`src/morx_regs.svh`:
```
// Constants for the OR, return and rotate execution block
`ifndef MORX_REGS_SVH
`define MORX_REGS_SVH
`define MORX_DW        8
`define MORX_PCW       11
`define MORX_AW        7
`define MORX_ACC_RST   8'h00
`define MORX_PC_RST    11'h000
`define MORX_IRQ_VEC   11'h004
`define MORX_MSB       7
`endif

```
`src/morx_pkg.sv`:
```
// Types for the OR, return and rotate execution block
`default_nettype none
package morx_pkg;
  // Operation selector presented by the decoder
  typedef enum logic [2:0] {
    MORX_OP_NONE,
    MORX_OP_OR_IMM,
    MORX_OP_OR_TO_MEMORY,
    MORX_OP_SUBROUTINE_EXIT,
    MORX_OP_SUBROUTINE_EXIT_IMM,
    MORX_OP_INTERRUPT_EXIT,
    MORX_OP_MEMORY_LEFT_ROTATE,
    MORX_OP_LEFT_ROTATE_TO_WORKING_REG
  } morx_op_t;
  // One issued instruction
  typedef struct packed {
    morx_op_t    op;
    logic [7:0]  imm;
    logic [6:0]  addr;
  } morx_instr_t;
  // Memory write-back request
  typedef struct packed {
    logic        we;
    logic [6:0]  addr;
    logic [7:0]  data;
  } morx_memwr_t;
  // Execution state
  typedef enum logic [1:0] {
    MORX_ST_RUN,
    MORX_ST_VECTOR
  } morx_state_t;
endpackage : morx_pkg
`default_nettype wire

```
`src/morx_exec.sv`:
```
// Execution datapath for OR, return and left-rotate instructions
// Notes on behaviour
// RULE1 - OR immediate into accumulator, zero flag only
// RULE2 - OR accumulator into memory, accumulator kept
// RULE3 - Subroutine exit pops PC, flags unchanged
// RULE4 - Exit with immediate pops PC, loads accumulator
// RULE5 - Interrupt exit pops PC, sets master enable
// RULE6 - Pending interrupt serviced before resuming main
// RULE7 - Memory rotate left, bit7 into bit0
// RULE8 - Rotate left into accumulator, memory kept
// RULE9 - Zero flag set when OR result zero
`include "morx_regs.svh"
`default_nettype none
module morx_exec
  import morx_pkg::*;
(
  input  wire logic                    CLK,         // Core clock
  input  wire logic                    RESETN,      // Async reset, low
  input  wire logic                    INSTR_VALID, // Instruction issued this cycle
  input  wire morx_instr_t             INSTR,       // Decoded instruction
  input  wire logic [`MORX_DW-1:0]     MEM_RDATA,   // Addressed memory byte
  input  wire logic [`MORX_PCW-1:0]    STACK_TOP,   // Top of return stack
  input  wire logic                    IRQ_PENDING, // Interrupt request waiting
  input  wire logic                    IRQ_ENABLE_CLEAR, // Core clears enable on entry
  output var  logic [`MORX_DW-1:0]     ACC,         // Accumulator
  output var  logic                    ZERO,        // Zero flag
  output var  logic [`MORX_PCW-1:0]    PC,          // Program counter
  output var  logic                    STACK_POP,   // Pop strobe
  output var  logic                    STACK_PUSH,  // Push strobe for vectoring
  output var  logic [`MORX_PCW-1:0]    PUSH_DATA,   // Address pushed
  output var  morx_memwr_t             MEM_WR,      // Memory write-back
  output var  logic                    MASTER_IRQ_ENABLE // Global interrupt enable
);
  // Registers
  logic [`MORX_DW-1:0]  acc_q, acc_d;          // Accumulator
  logic                 zero_q, zero_d;        // Zero flag
  logic [`MORX_PCW-1:0] pc_q, pc_d;            // Program counter
  logic                 pop_q, push_q;         // Stack strobes
  logic [`MORX_PCW-1:0] push_data_q;           // Stacked return address
  morx_memwr_t          memwr_q, memwr_d;      // Write-back
  logic                 mie_q, mie_d;          // Master enable
  morx_state_t          state_q;               // Vectoring state

  // Rotate helper, used for both rotate forms
  // Kept as one function so both rotates can never drift apart
  function automatic logic [7:0] morx_rotl(input logic [7:0] v);
    morx_rotl = {v[6:0], v[`MORX_MSB]};
  endfunction : morx_rotl

  // Decode wires; nothing is taken in the vector bubble
  wire is_op           = INSTR_VALID && (state_q == MORX_ST_RUN);
  wire op_or_imm       = is_op && INSTR.op == MORX_OP_OR_IMM;
  wire op_or_mem       = is_op && INSTR.op == MORX_OP_OR_TO_MEMORY;
  wire op_sub_exit     = is_op && INSTR.op == MORX_OP_SUBROUTINE_EXIT;
  wire op_sub_exit_imm = is_op && INSTR.op == MORX_OP_SUBROUTINE_EXIT_IMM;
  wire op_int_exit     = is_op && INSTR.op == MORX_OP_INTERRUPT_EXIT;
  wire op_mem_rot      = is_op && INSTR.op == MORX_OP_MEMORY_LEFT_ROTATE;
  wire op_acc_rot      = is_op && INSTR.op == MORX_OP_LEFT_ROTATE_TO_WORKING_REG;
  wire any_pop         = op_sub_exit || op_sub_exit_imm || op_int_exit;
  wire or_any          = op_or_imm || op_or_mem;   // Only writers of the zero flag

  // Results
  wire [7:0] or_imm_res = acc_q | INSTR.imm;   // [RULE1]
  wire [7:0] or_mem_res = acc_q | MEM_RDATA;   // [RULE2]
  wire [7:0] rot_res    = morx_rotl(MEM_RDATA); // [RULE7] [RULE8]

  // Pending request taken right after an interrupt exit
  wire vector_now = op_int_exit && IRQ_PENDING; // [RULE6]

  // Accumulator and zero flag next values
  // Returns and rotates leave the zero flag alone by falling through
  always_comb begin
    acc_d  = acc_q;
    zero_d = zero_q;
    if (op_or_imm) begin
      acc_d  = or_imm_res;                     // [RULE1]
      zero_d = (or_imm_res == 8'h00);          // [RULE9]
    end else if (op_or_mem) begin
      zero_d = (or_mem_res == 8'h00);          // [RULE2] [RULE9]
    end else if (op_sub_exit_imm) begin
      acc_d = INSTR.imm;                       // [RULE4]
    end else if (op_acc_rot) begin
      acc_d = rot_res;                         // [RULE8]
    end
  end

  // Memory write-back only for in-memory results
  // The accumulator rotate never raises the strobe, so memory is kept
  always_comb begin
    memwr_d = '0;
    if (op_or_mem) begin
      memwr_d = '{we: 1'b1, addr: INSTR.addr, data: or_mem_res}; // [RULE2]
    end else if (op_mem_rot) begin
      memwr_d = '{we: 1'b1, addr: INSTR.addr, data: rot_res};    // [RULE7]
    end
  end

  // Program counter: pop, or vector with stacked return
  // Vector wins over the pop: the popped address is pushed back, so
  // the handler's own exit resumes the main program later
  always_comb begin
    pc_d = pc_q;
    if (vector_now) begin
      pc_d = `MORX_IRQ_VEC;                    // [RULE6]
    end else if (any_pop) begin
      pc_d = STACK_TOP;                        // [RULE3] [RULE4] [RULE5]
    end else if (is_op) begin
      pc_d = pc_q + 11'h001;                   // Sequential fetch
    end
  end

  // Master enable; set wins over a same-cycle clear
  // A vectored exit keeps it low until the handler's own exit
  always_comb begin
    mie_d = mie_q;
    if (IRQ_ENABLE_CLEAR || vector_now) begin
      mie_d = 1'b0;                            // Entry disables nesting
    end
    if (op_int_exit && !vector_now) begin
      mie_d = 1'b1;                            // [RULE5]
    end
  end

  // Architectural registers
  always_ff @(posedge CLK or negedge RESETN) begin
    if (!RESETN) begin
      acc_q       <= `MORX_ACC_RST;
      zero_q      <= 1'b0;
      pc_q        <= `MORX_PC_RST;
      memwr_q     <= '0;
      mie_q       <= 1'b0;
      pop_q       <= 1'b0;
      push_q      <= 1'b0;
      push_data_q <= `MORX_PC_RST;
    end else begin
      acc_q       <= acc_d;
      zero_q      <= zero_d;
      pc_q        <= pc_d;
      memwr_q     <= memwr_d;
      mie_q       <= mie_d;
      pop_q       <= any_pop;
      push_q      <= vector_now;               // [RULE6]
      push_data_q <= STACK_TOP;                // Restored main address
    end
  end

  // Vectoring state: one bubble while the handler is entered
  // Limitation: an instruction offered in the bubble is dropped, the
  // core has to present it again
  always_ff @(posedge CLK or negedge RESETN) begin
    if (!RESETN) begin
      state_q <= MORX_ST_RUN;
    end else begin
      case (state_q)
        MORX_ST_RUN:    state_q <= vector_now ? MORX_ST_VECTOR : MORX_ST_RUN;
        MORX_ST_VECTOR: state_q <= MORX_ST_RUN;
        default:        state_q <= MORX_ST_RUN;
      endcase
    end
  end

  // Outputs straight from flops
  assign ACC               = acc_q;
  assign ZERO              = zero_q;
  assign PC                = pc_q;
  assign STACK_POP         = pop_q;
  assign STACK_PUSH        = push_q;
  assign PUSH_DATA         = push_data_q;
  assign MEM_WR            = memwr_q;
  assign MASTER_IRQ_ENABLE = mie_q;

  // Checks: every result shows one cycle after the instruction is taken

  // OR forms
  a_or_imm_result: assert property (@(posedge CLK) disable iff (!RESETN) // [RULE1]
    op_or_imm |=> ACC == ($past(acc_q) | $past(INSTR.imm))) else $error("OR imm wrong");
  a_or_mem_write: assert property (@(posedge CLK) disable iff (!RESETN) // [RULE2]
    op_or_mem |=> MEM_WR.we && MEM_WR.data == ($past(acc_q) | $past(MEM_RDATA)) && $stable(ACC))
    else $error("OR mem wrong");
  a_zero_flag: assert property (@(posedge CLK) disable iff (!RESETN) // [RULE9]
    or_any |=> ZERO == ($past(op_or_imm) ? (ACC == 8'h00) : (MEM_WR.data == 8'h00)))
    else $error("Zero flag wrong");
  a_zero_kept: assert property (@(posedge CLK) disable iff (!RESETN) // [RULE3] [RULE5] [RULE7]
    (is_op && !or_any) |=> $stable(ZERO)) else $error("Zero flag disturbed");

  // Returns
  a_sub_exit_pc: assert property (@(posedge CLK) disable iff (!RESETN) // [RULE3]
    op_sub_exit |=> PC == $past(STACK_TOP) && STACK_POP && $stable(ZERO)) else $error("Return wrong");
  a_exit_imm_acc: assert property (@(posedge CLK) disable iff (!RESETN) // [RULE4]
    op_sub_exit_imm |=> ACC == $past(INSTR.imm) && PC == $past(STACK_TOP) && $stable(ZERO))
    else $error("Return imm wrong");
  a_int_exit_enable: assert property (@(posedge CLK) disable iff (!RESETN) // [RULE5]
    (op_int_exit && !IRQ_PENDING) |=> MASTER_IRQ_ENABLE && PC == $past(STACK_TOP)) else $error("Int exit wrong");
  a_int_exit_pending: assert property (@(posedge CLK) disable iff (!RESETN) // [RULE6]
    vector_now |=> PC == `MORX_IRQ_VEC && STACK_PUSH && PUSH_DATA == $past(STACK_TOP) && !MASTER_IRQ_ENABLE)
    else $error("Pending irq missed");
  a_bubble_hold: assert property (@(posedge CLK) disable iff (!RESETN) // [RULE6]
    (state_q == MORX_ST_VECTOR) |=> $stable(PC) && !STACK_POP && !MEM_WR.we && $stable(ACC))
    else $error("Bubble not ignored");

  // Rotates
  a_mem_rot_write: assert property (@(posedge CLK) disable iff (!RESETN) // [RULE7]
    op_mem_rot |=> MEM_WR.we && MEM_WR.data == {$past(MEM_RDATA[6:0]), $past(MEM_RDATA[7])} && $stable(ZERO))
    else $error("Rotate mem wrong");
  a_acc_rot_result: assert property (@(posedge CLK) disable iff (!RESETN) // [RULE8]
    op_acc_rot |=> !MEM_WR.we && ACC == {$past(MEM_RDATA[6:0]), $past(MEM_RDATA[7])} && $stable(ZERO))
    else $error("Rotate acc wrong");
  a_write_source: assert property (@(posedge CLK) disable iff (!RESETN) // [RULE2] [RULE7] [RULE8]
    MEM_WR.we |-> $past(op_or_mem || op_mem_rot)) else $error("Stray memory write");

  // Main scenarios
  c_or_zero:   cover property (@(posedge CLK) disable iff (!RESETN) op_or_imm ##1 ZERO);
  c_vector:    cover property (@(posedge CLK) disable iff (!RESETN) vector_now);
  c_int_exit:  cover property (@(posedge CLK) disable iff (!RESETN) op_int_exit && !IRQ_PENDING);
  c_rotate:    cover property (@(posedge CLK) disable iff (!RESETN) op_mem_rot ##1 op_acc_rot);
endmodule : morx_exec
`default_nettype wire

```
`config.mk`:
```
export PLATFORM = sky130hd
export DESIGN_NAME = morx_exec
export DESIGN_NICKNAME = d
export VERILOG_FILES = /design/src/morx_pkg.sv /design/src/morx_exec.sv
export VERILOG_INCLUDE_DIRS = /design/src
export SDC_FILE = /design/constraint.sdc
export NUM_CORES = 1
export LEC_CHECK = 0
export ABC_CLOCK_PERIOD_IN_PS = 2400
export BUFFER_PORTS_ARGS = -buffer_cell sky130_fd_sc_hd__buf_2
export CORE_MARGIN = 3
export CORE_UTILIZATION = 47
export CTS_CLUSTER_DIAMETER = 40
export CTS_CLUSTER_SIZE = 28
export DETAILED_ROUTE_END_ITERATION = 10
export GPL_TIMING_DRIVEN = 0
export MAX_ROUTING_LAYER = met4
export PLACE_DENSITY = 0.85
export SYNTH_ARGS = -nofsm -noshare
export SYNTH_HDL_FRONTEND = slang
export SYNTH_SLANG_ARGS = --single-unit
```
`constraint.sdc`:
```
create_clock -name CLK -period 2.4 [get_ports CLK]
set_input_delay 0.12 -clock CLK [delete_from_list [all_inputs] [get_ports CLK]]
set_output_delay 0.12 -clock CLK [all_outputs]
set_load 0.005 [all_outputs]
```
Yosys cells after proc, flatten, opt, wreduce, memory -nomap -nowiden
Cells that the tools add are included.
{"block": "op_classes", "bitwise": 2, "muxes": 15, "eq_ne": 8, "reduce_logical": 22, "add_sub_neg": 1}
{"cell": "11-bit two-way mux", "n": 3}
{"cell": "16-bit two-way mux", "n": 2}
{"cell": "8-bit two-way mux", "n": 4}
{"cell": "8-bit logical NOT", "n": 2}
{"cell": "8-bit bitwise OR", "n": 2}
{"cell": "3-bit equality test (second input constant)", "n": 4}
{"cell": "11-bit by 1-bit adder with 11-bit output (second input constant)", "n": 1}
{"cell": "1-bit logical AND", "n": 10}
{"cell": "3-bit by 2-bit equality test with 1-bit output (second input constant)", "n": 2}
{"cell": "3-bit nonzero test", "n": 2}
{"cell": "1-bit two-way mux", "n": 5}
{"cell": "2-bit nonzero test", "n": 2}
{"cell": "3-bit by 1-bit equality test with 1-bit output (second input constant)", "n": 1}
{"cell": "1-bit logical OR", "n": 3}
{"cell": "2-bit logical NOT", "n": 1}
{"cell": "2-bit two-way mux", "n": 1}
{"cell": "2-bit inequality test (second input constant)", "n": 1}
{"cell": "2-bit AND reduction", "n": 1}
{"cell": "1-bit logical NOT", "n": 1}
{"block": "totals", "register_bits": 52, "out_inout_bits": 50, "in_bits": 42}

Longest topological paths before layout
Gate-level depths: netlist of the first run.
{"block": "logic_depth", "word_depth": 7, "ltp_mapped": 7}

Least setup slack after synthesis of the first run
OpenSTA, ideal clock, no wires.
{"block": "synth_path", "kind": "reg-to-reg", "start": "register pc_q[0], in the netlist PC[0]", "end": "register pc_q[10], in the netlist PC[10]", "arrival_time_ns": 1.601, "period_less_slack_ns": 1.727, "stages_incl_launch_ff": 6, "path_buffers": 0, "t_required_ns": 2.274, "slack_ns": 0.673, "setup_time_ns": 0.126, "cell_sequence": "dfrtp_1 -> ha_1 -> nand3_1 -> or3_1 -> a21o_1 -> a221o_1"}
{"block": "synth_between", "elab_chain_len": 4}
{"element": "from (decl)", "line": "morx_exec.sv:37", "source": "logic [`MORX_PCW-1:0] pc_q, pc_d;"}
{"element": "from (signal assigned)", "line": "morx_exec.sv:129", "source": "pc_q <= `MORX_PC_RST;"}
{"element": "from (signal assigned)", "line": "morx_exec.sv:138", "source": "pc_q <= pc_d;"}
{"element": "11-bit by 1-bit adder with 11-bit output", "line": "morx_exec.sv:108", "source": "pc_d = pc_q + 11'h001;"}
{"element": "11-bit two-way mux", "line": "morx_exec.sv:107", "source": "end else if (is_op) begin"}
{"element": "11-bit two-way mux", "line": "morx_exec.sv:105", "source": "end else if (any_pop) begin"}
{"element": "11-bit two-way mux", "line": "morx_exec.sv:103", "source": "if (vector_now) begin"}
Every way passes these cells. The select of a mux whose other input is x is not followed.
A chain may end at the register's enable or synchronous reset.

Final worst setup path of the first run
Same ends and word-level chain as after synthesis.

==> results.txt, run 1 <==
----------------------------------------------------
[Synthesis]
  Prevailing post-synth register cell ... dfrtp_1
  List of most frequent post-synthesis cells ... dfrtp_1, nor2_1, a21oi_1
  Mapped Area ... around 2200 um2
  Cell type with the largest total area after synthesis ... dfrtp_1
  Cell with the most instances after synthesis ... dfrtp_1
  #FFs+latches synth ... approximately 50
  Share of synthesized registers carrying an async set or reset ... 100.0%
  Area share of the largest cell type after synthesis ... about 58%
  Top area cells in the synthesized netlist ... dfrtp_1, nor2_1, a222oi_1
  Synth Warn # ... 0
  Number of instances in the synthesized netlist ... about 210
  Syn_area_per_cell ... about 11 um2
  Post-synthesis net count ... 252
  Number of enable-type register cells in the synthesized netlist ... 0
  Fraction of the yosys area taken by sequential cells ... a little under three fifths
  Unique cell type count in the Yosys netlist ... 40

[Die]
  Area of the placeable core ... about 4400 um2
  Row count ... 24
  Vertical die dimension ... approximately 75 um
  I/O pin cnt ... around 90
  Effective utilization at floorplan ... between 40% and 50%
  Die area ... around 5600 um2
  X dimension of the die ... 74.70 um

[Layout]
  Area Growth Syn to Fin ... 33.28%
  Fillers ... around 370
  Final standard cell utilization of the core ... approximately two thirds
  Nets ... between 300 and 400
  Fraction of layout cells with a size suffix above 1 ... 34.70%
  Diode insertion count for antenna repair ... 0
  Cell area after layout ... between 2000 and 3000 um2

[Worst setup path]
  Startpoint class of the critical path ... flip-flop
  Worst flop-to-flop path endpoint ... PC[10]
  Path depth of the worst reg2reg path ... 5
  Slowest-stage cell, CP ... dfrtp_1
  Count of buffering cells on the critical path with inverters included ... 0
  Type of element capturing the critical path ... flip-flop
  Maximum fanout count along the critical path ... 6
  Category of the critical setup timing path ... reg -> reg
  Cells traversed along the worst timing path ... ha_1 > nand3_1 > or3_1 > a21o_1 > a221o_1
  Cell family with the largest share of critical-path delay ... simple AND/OR/NAND/NOR gates
  R2R Setup Slk ... between 400 and 500 ps
  Worst path depth ... 5
  CP startpoint ... PC[0]
  Delay of the slowest cell on the worst path ... 440 ps
  Crit path required time ... roughly 2600 ps
  Endpoint of the worst setup timing path ... PC[10]
  Startpoint of the worst register-to-register path ... PC[0]
  Critical path data arrival time ... between 2000 and 2500 ps

[Clock network]
  # Post-CTS Setup Buffers ... 0
  Clock transition time at the flip-flop clock pins of the worst setup and hold paths ... 90 ps
  Count of H-tree levels built during CTS ... 2
  Clock tree from TritonCTS ... done
  Count of instances resized after the clock tree is built ... 0
  Clock Tree Root ... clkbuf_8
  Total CTS buffers ... 5
  Clock tree buffer depth ... 2
  Clock insertion delay at the later pin of the skew report ... 290 ps
  CTS sink cnt ... between 50 and 60

[Global route]
  Antenna violations before repair ... 0
  First-pass GRT wire length ... around 8800 um
  Number of global-route vias before repair ... roughly 1900
  Aggregate global routing overflow ... 0
  Overall fraction of global-route tracks in use ... 21.19%
  Pin count of the biggest net entering global routing ... 52

[Routing]
  ANT nets after route ... 0
  DR DRC count ... 0
  Routed wire length per instance ... roughly 15 um
  Starting DRT DRC Count ... ~160
  DRT Pass-1 Iters ... 6
  Via count ... between 2000 and 2500
  Total wirelength of the detailed-routed design ... between 5000 and 6000 um
  Number of vias per cell after detailed routing ... 5.528

[STA]
  Rel. slew slack ... between 20% and 30%
  Fin. max-slew vios ... 0
  Upper clock frequency limit ... around 530 MHz
  Setup WS post-layout ... 498.1 ps
  Transition time at the pin with the least slew margin ... ~1100 ps
  Time the worst path needs with I/O delays and setup ... between 1500 and 2000 ps
  Total count of hold-check failures in the final report ... 0
  Final period utilization ... 79.24%
  Number of endpoints failing setup at the final stage ... 0
  Sum Neg Setup Slack ... 0 ps
  Clock Skews ... around 1.9 ps
  RSZ-0062 raised after global routing ... false

[Place]
  Count of buffers inserted at the top-level ports ... approximately 90
  Post-DP HPWL ... between 4000 and 5000 um
  Final weighted congestion in routability-driven placement ... 0.9189
  Worst setup slack after placement ... between 500 and 600 ps
  Area of placed instances ... roughly 2700 um2

[Power and ir drop]
  Total power consumption of the routed design ... a little over 0.002 W
  Worst IR drop on VDD ... roughly 0.00034 V
  Total power per unit cell area ... 697.0 nW/um2
  Leakage power ... about 1.5 nW

[Status]
  Result of the run ... complete, no violations

[Job]
  Number of violations of the max-capacitance limit ... 0

[Hold path]
  Worst min path class ... in -> async

----------------------------------------------------
-- report_power, final --
group          switching [W]  total, W  internal (W)
clock               0.000271  0.000608      0.000337
combinational       0.000201  0.000406      0.000205
sequential         0.0000968   0.00105      0.000949
-- cells in the final DEF (no fill, tap or decap), drive strengths merged, types with 3 or more instances in the layout --
cell / instances
buf: 97
dfrtp: 51
nor2: 31
a21oi: 13
inv: 11
nor4: 11
dlygate4sd3: 11
nand2: 9
clkbuf: 9
a222oi: 8
and2: 7
o21ai: 6
nand3: 5
nor3: 5
and4: 3
or3: 3
mux2i: 3
a21o: 3
a221o: 3
o2bb2ai: 3
-- registers in the layout, summed over array words and instances, names as in the netlist --
name               flops
STACK_PUSH             1
PC                    11
PUSH_DATA             11
MEM_WR                16
ACC                    8
STACK_POP              1
ZERO                   1
MASTER_IRQ_ENABLE      1
state_q                1
-- worst min path at each step --
stage | slack, ps | to | start | depth (start not counted)
finish | 20 | MEM_WR[0] | RESETN | 1
global route | 20 | MEM_WR[12] | INSTR[4] | 2
CTS | 20 | MEM_WR[14] | INSTR[6] | 2
detailed placement | 240 | PUSH_DATA[8] | STACK_TOP[8] | 1
global placement | 240 | PUSH_DATA[9] | STACK_TOP[9] | 1
floorplan | -180 | ACC[0] | RESETN | 0
-- per-layer routing --
layer	up-vias	global-route usage, %	part of all wire [%]
li1	967	-	-
met1	944	26.70	40
met2	108	33.95	51
met3	21	3.338	6.3
met4	0	9.091	3.1
met5	-	-	0
-- logic make-up (layout without fill, tap and decap cells) --
logic type / count (synthesis) / after routing / synth area share [%]
adders and majority gates: 1 / 1 / 0.5639
xor gates and xnor gates: 2 / 2 / 0.7898
and+or+nand+nor: 85 / 85 / 20.02
buffers and inverters: 22 / 130 / 5.019
muxes: 4 / 4 / 1.861
AOI/OAI and AO/OA: 44 / 44 / 14.21
DFF: 51 / 51 / 57.53
-- area by class of cell --
type                    count  area (um2)  area share (%)
multi-input cells         136       830.8           28.10
clock buffers               6       82.58           2.793
plain buffers              11       70.07           2.370
inverters                  11       41.29           1.397
repair buffers            100       555.5           18.79
clock inverters             2       35.03           1.185
flip-flops and latches     51        1276           43.17
well taps                  52       65.06           2.201
-- repair_timing --
action | CTS | global route
hold endpoints to repair | 11 | 0
endpoints found under the setup margin | 0 | 0
hold buffers | 11 | 0
-- metrics by stage --
step	hold WS (ps)	std cells
after floorplan	-175.6	209
after global placement	243.8	350
after detailed placement	244.2	350
after CTS	18.53	369
after global routing	21.33	369
final	17.19	369
Power figures use the tool's default switching activity.
==> inputs of run 2 (changes only) <==
--- a/config.mk
+++ b/config.mk
@@ -6,7 +6,7 @@
 export SDC_FILE = /design/constraint.sdc
 export NUM_CORES = 1
 export LEC_CHECK = 0
-export ABC_CLOCK_PERIOD_IN_PS = 2400
+export ABC_CLOCK_PERIOD_IN_PS = 1810
 export BUFFER_PORTS_ARGS = -buffer_cell sky130_fd_sc_hd__buf_2
 export CORE_MARGIN = 3
 export CORE_UTILIZATION = 47
==> constraint.sdc (replaced) <==
create_clock -name CLK -period 1.81 [get_ports CLK]
set_input_delay 0.0905 -clock CLK [delete_from_list [all_inputs] [get_ports CLK]]
set_output_delay 0.0905 -clock CLK [all_outputs]
set_load 0.005 [all_outputs]
==> run 2 against run 1 <==
The run now ends with negative hold slack left. Setup slack lost 420 ps. Die area is the same. Flip-flop and latch count is the same. Non-clock buffer count grew 6. Maximum frequency grew 9.6%. Sequential power grew 33%. Combinational power grew 40%. Critical path type unchanged. Largest cell class unchanged.
==> results.txt, run 2 (same netlist as run 1, synthesis figures left out) <==
----------------------------------------------------
[Die]
  Effective utilization at floorplan ... between 40% and 50%
  Row count ... 24
  Die area ... approximately 5600 um2
  I/O pin cnt ... just over 90
  Vertical die dimension ... about 75 um
  Area of the placeable core ... 4444 um2
  X dimension of the die ... between 70 and 80 um

[Global route]
  Overall fraction of global-route tracks in use ... ~22%
  Routing usage on met2 ... 35.71%
  Aggregate global routing overflow ... 0
  Global routing met1 resource utilization ... between 20% and 30%
  Number of global-route vias before repair ... around 2000
  First-pass GRT wire length ... approximately 9000 um
  GR Layer Usage met3 ... about 3.3%
  Highest-utilization routing layer at the global route stage ... met2
  Pin count of the biggest net entering global routing ... 52
  Antenna violations before repair ... 0

[Power and ir drop]
  Total power consumption of the routed design ... 0.002772 W
  Total power per unit cell area ... roughly 910 nW/um2
  Worst IR drop on VDD ... about 0.00045 V
  Leakage power ... approximately 1.5 nW

[Routing]
  DR DRC count ... 0
  ANT nets after route ... 0
  Total wirelength of the detailed-routed design ... between 5000 and 6000 um
  Number of vias per cell after detailed routing ... 5.592
  Starting DRT DRC Count ... 173
  DRT Pass-1 Iters ... 6
  Routed wire length per instance ... between 15 and 20 um
  Via count ... about 2100

[Place]
  Count of buffers inserted at the top-level ports ... just under 90
  Final weighted congestion in routability-driven placement ... about 0.92
  Post-DP HPWL ... 4015 um

[STA]
  Rel. slew slack ... 27.78%
  Time the worst path needs with I/O delays and setup ... approximately 1700 ps
  WHS ... -4.844 ps
  Number of endpoints failing setup at the final stage ... 0
  Fin. max-slew vios ... 0
  Total count of hold-check failures in the final report ... 7
  Final period utilization ... roughly 96%
  Sum Neg Setup Slack ... 0 ps
  Upper clock frequency limit ... 576.2 MHz
  Clock Skews ... between 5 and 6 ps
  Transition time at the pin with the least slew margin ... ~1100 ps

[Worst setup path]
  Type of element capturing the critical path ... flip-flop
  Cells traversed along the worst timing path ... ha_4 > nand3_2 > or3_1 > a21o_1 > a221o_1
  Endpoint of the worst setup timing path ... PC[10]
  Delay of the slowest cell on the worst path ... 430 ps
  Critical path data arrival time ... 1920 ps
  Maximum fanout count along the critical path ... 6
  Worst flop-to-flop path endpoint ... PC[10]
  CP startpoint ... PC[1]
  Startpoint class of the critical path ... flip-flop
  Slowest-stage cell, CP ... dfrtp_2
  R2R Setup Slk ... ~75 ps
  Category of the critical setup timing path ... reg -> reg
  Startpoint of the worst register-to-register path ... PC[1]
  Crit path required time ... 2000 ps
  Path depth of the worst reg2reg path ... 5

[Clock network]
  Clock insertion delay at the later pin of the skew report ... about 300 ps
  CTS sink cnt ... 51
  Clock Tree Root ... clkbuf_8
  Count of H-tree levels built during CTS ... 2
  Total CTS buffers ... 5
  Clock tree buffer depth ... 2
  Clock transition time at the flip-flop clock pins of the worst setup and hold paths ... approximately 90 ps
  Clock tree from TritonCTS ... done

[Layout]
  Diode insertion count for antenna repair ... 0
  Number of flip-flops under the largest register name ... 16
  Area Growth Syn to Fin ... 36.72%
  Most common cell after layout, fill and taps aside ... buf_2
  Fraction of layout cells with a size suffix above 1 ... between 30% and 40%
  Nets ... ~370
  Most used cells in the layout excluding fill and tap cells ... buf_2, dfrtp_1, nor2_1

[Status]
  Result of the run ... finished with violations
  Failing checks ... negative hold slack

[Hold path]
  Worst min path class ... in -> async

[Job]
  Number of violations of the max-capacitance limit ... 0

----------------------------------------------------
[run 2: through the flow]
step	hold WS, ps	cell area [um2]	setup slack (ps)	util [%]	std cells
2_1_floorplan	-205.1	2218	82.51	-	209
4_1_cts	3.291	3019	4.863	67.93	375
3_3_place_gp	214.3	2729	-21.52	61.40	350
6_report	-4.844	3033	74.60	68.24	375
3_5_place_dp	214.7	2729	-62.08	61.40	350
5_1_grt	18.50	3033	-7.687	68.24	375
[run 2: worst min-delay path by stage]
stage | depth (start not counted) | from | to
CTS | 2 | INSTR[0] | MEM_WR[8]
floorplan | 0 | RESETN | ACC[0]
global route | 2 | INSTR[3] | MEM_WR[11]
global placement | 1 | STACK_TOP[9] | PUSH_DATA[9]
detailed placement | 1 | STACK_TOP[8] | PUSH_DATA[8]
finish | 1 | RESETN | MEM_WR[14]
[run 2: worst max-delay path, delay by kind of cell (launching register included)]
| family | cells | cell delay (ps) |
|---|---|---|
| DFF | 1 | 430 |
| and+or+nand+nor | 2 | 560 |
| AOI/OAI and AO/OA | 2 | 470 |
| adders and majority gates | 1 | 160 |
[run 2: final cells by class]
class                   count  area [um2]
inverters                  11       41.29
plain buffers              11       70.07
clock buffers               6       82.58
flip-flops and latches     51        1277
well taps                  52       65.06
multi-input cells         136       848.3
fillers                   364        1411
clock inverters             2       35.03
repair buffers            106       613.1
[run 2: power by group]
group | internal, W | switching [W] | leakage (nW)
registers | 0.00126 | 0.000136 | 0.647
clock network | 0.000447 | 0.000358 | 0.0612
logic | 0.000291 | 0.000279 | 0.813
[run 2: routing by layer]
| metal | part of all wire [%] | wire (um) |
|---|---|---|
| met1 | 39 | 2250 |
| met2 | 52 | 3050 |
| met3 | 6.1 | 354 |
| met4 | 3.2 | 188 |
| met5 | 0 | 0 |
[run 2: timing repair]
item | 4_1_cts | 5_1_grt
setup buffers | 1 | 0
endpoints found under the setup margin | 2 | 1
hold endpoints to repair | 16 | 0
resized for setup | 1 | 3
pin swaps | 0 | 0
hold buffers | 16 | 0
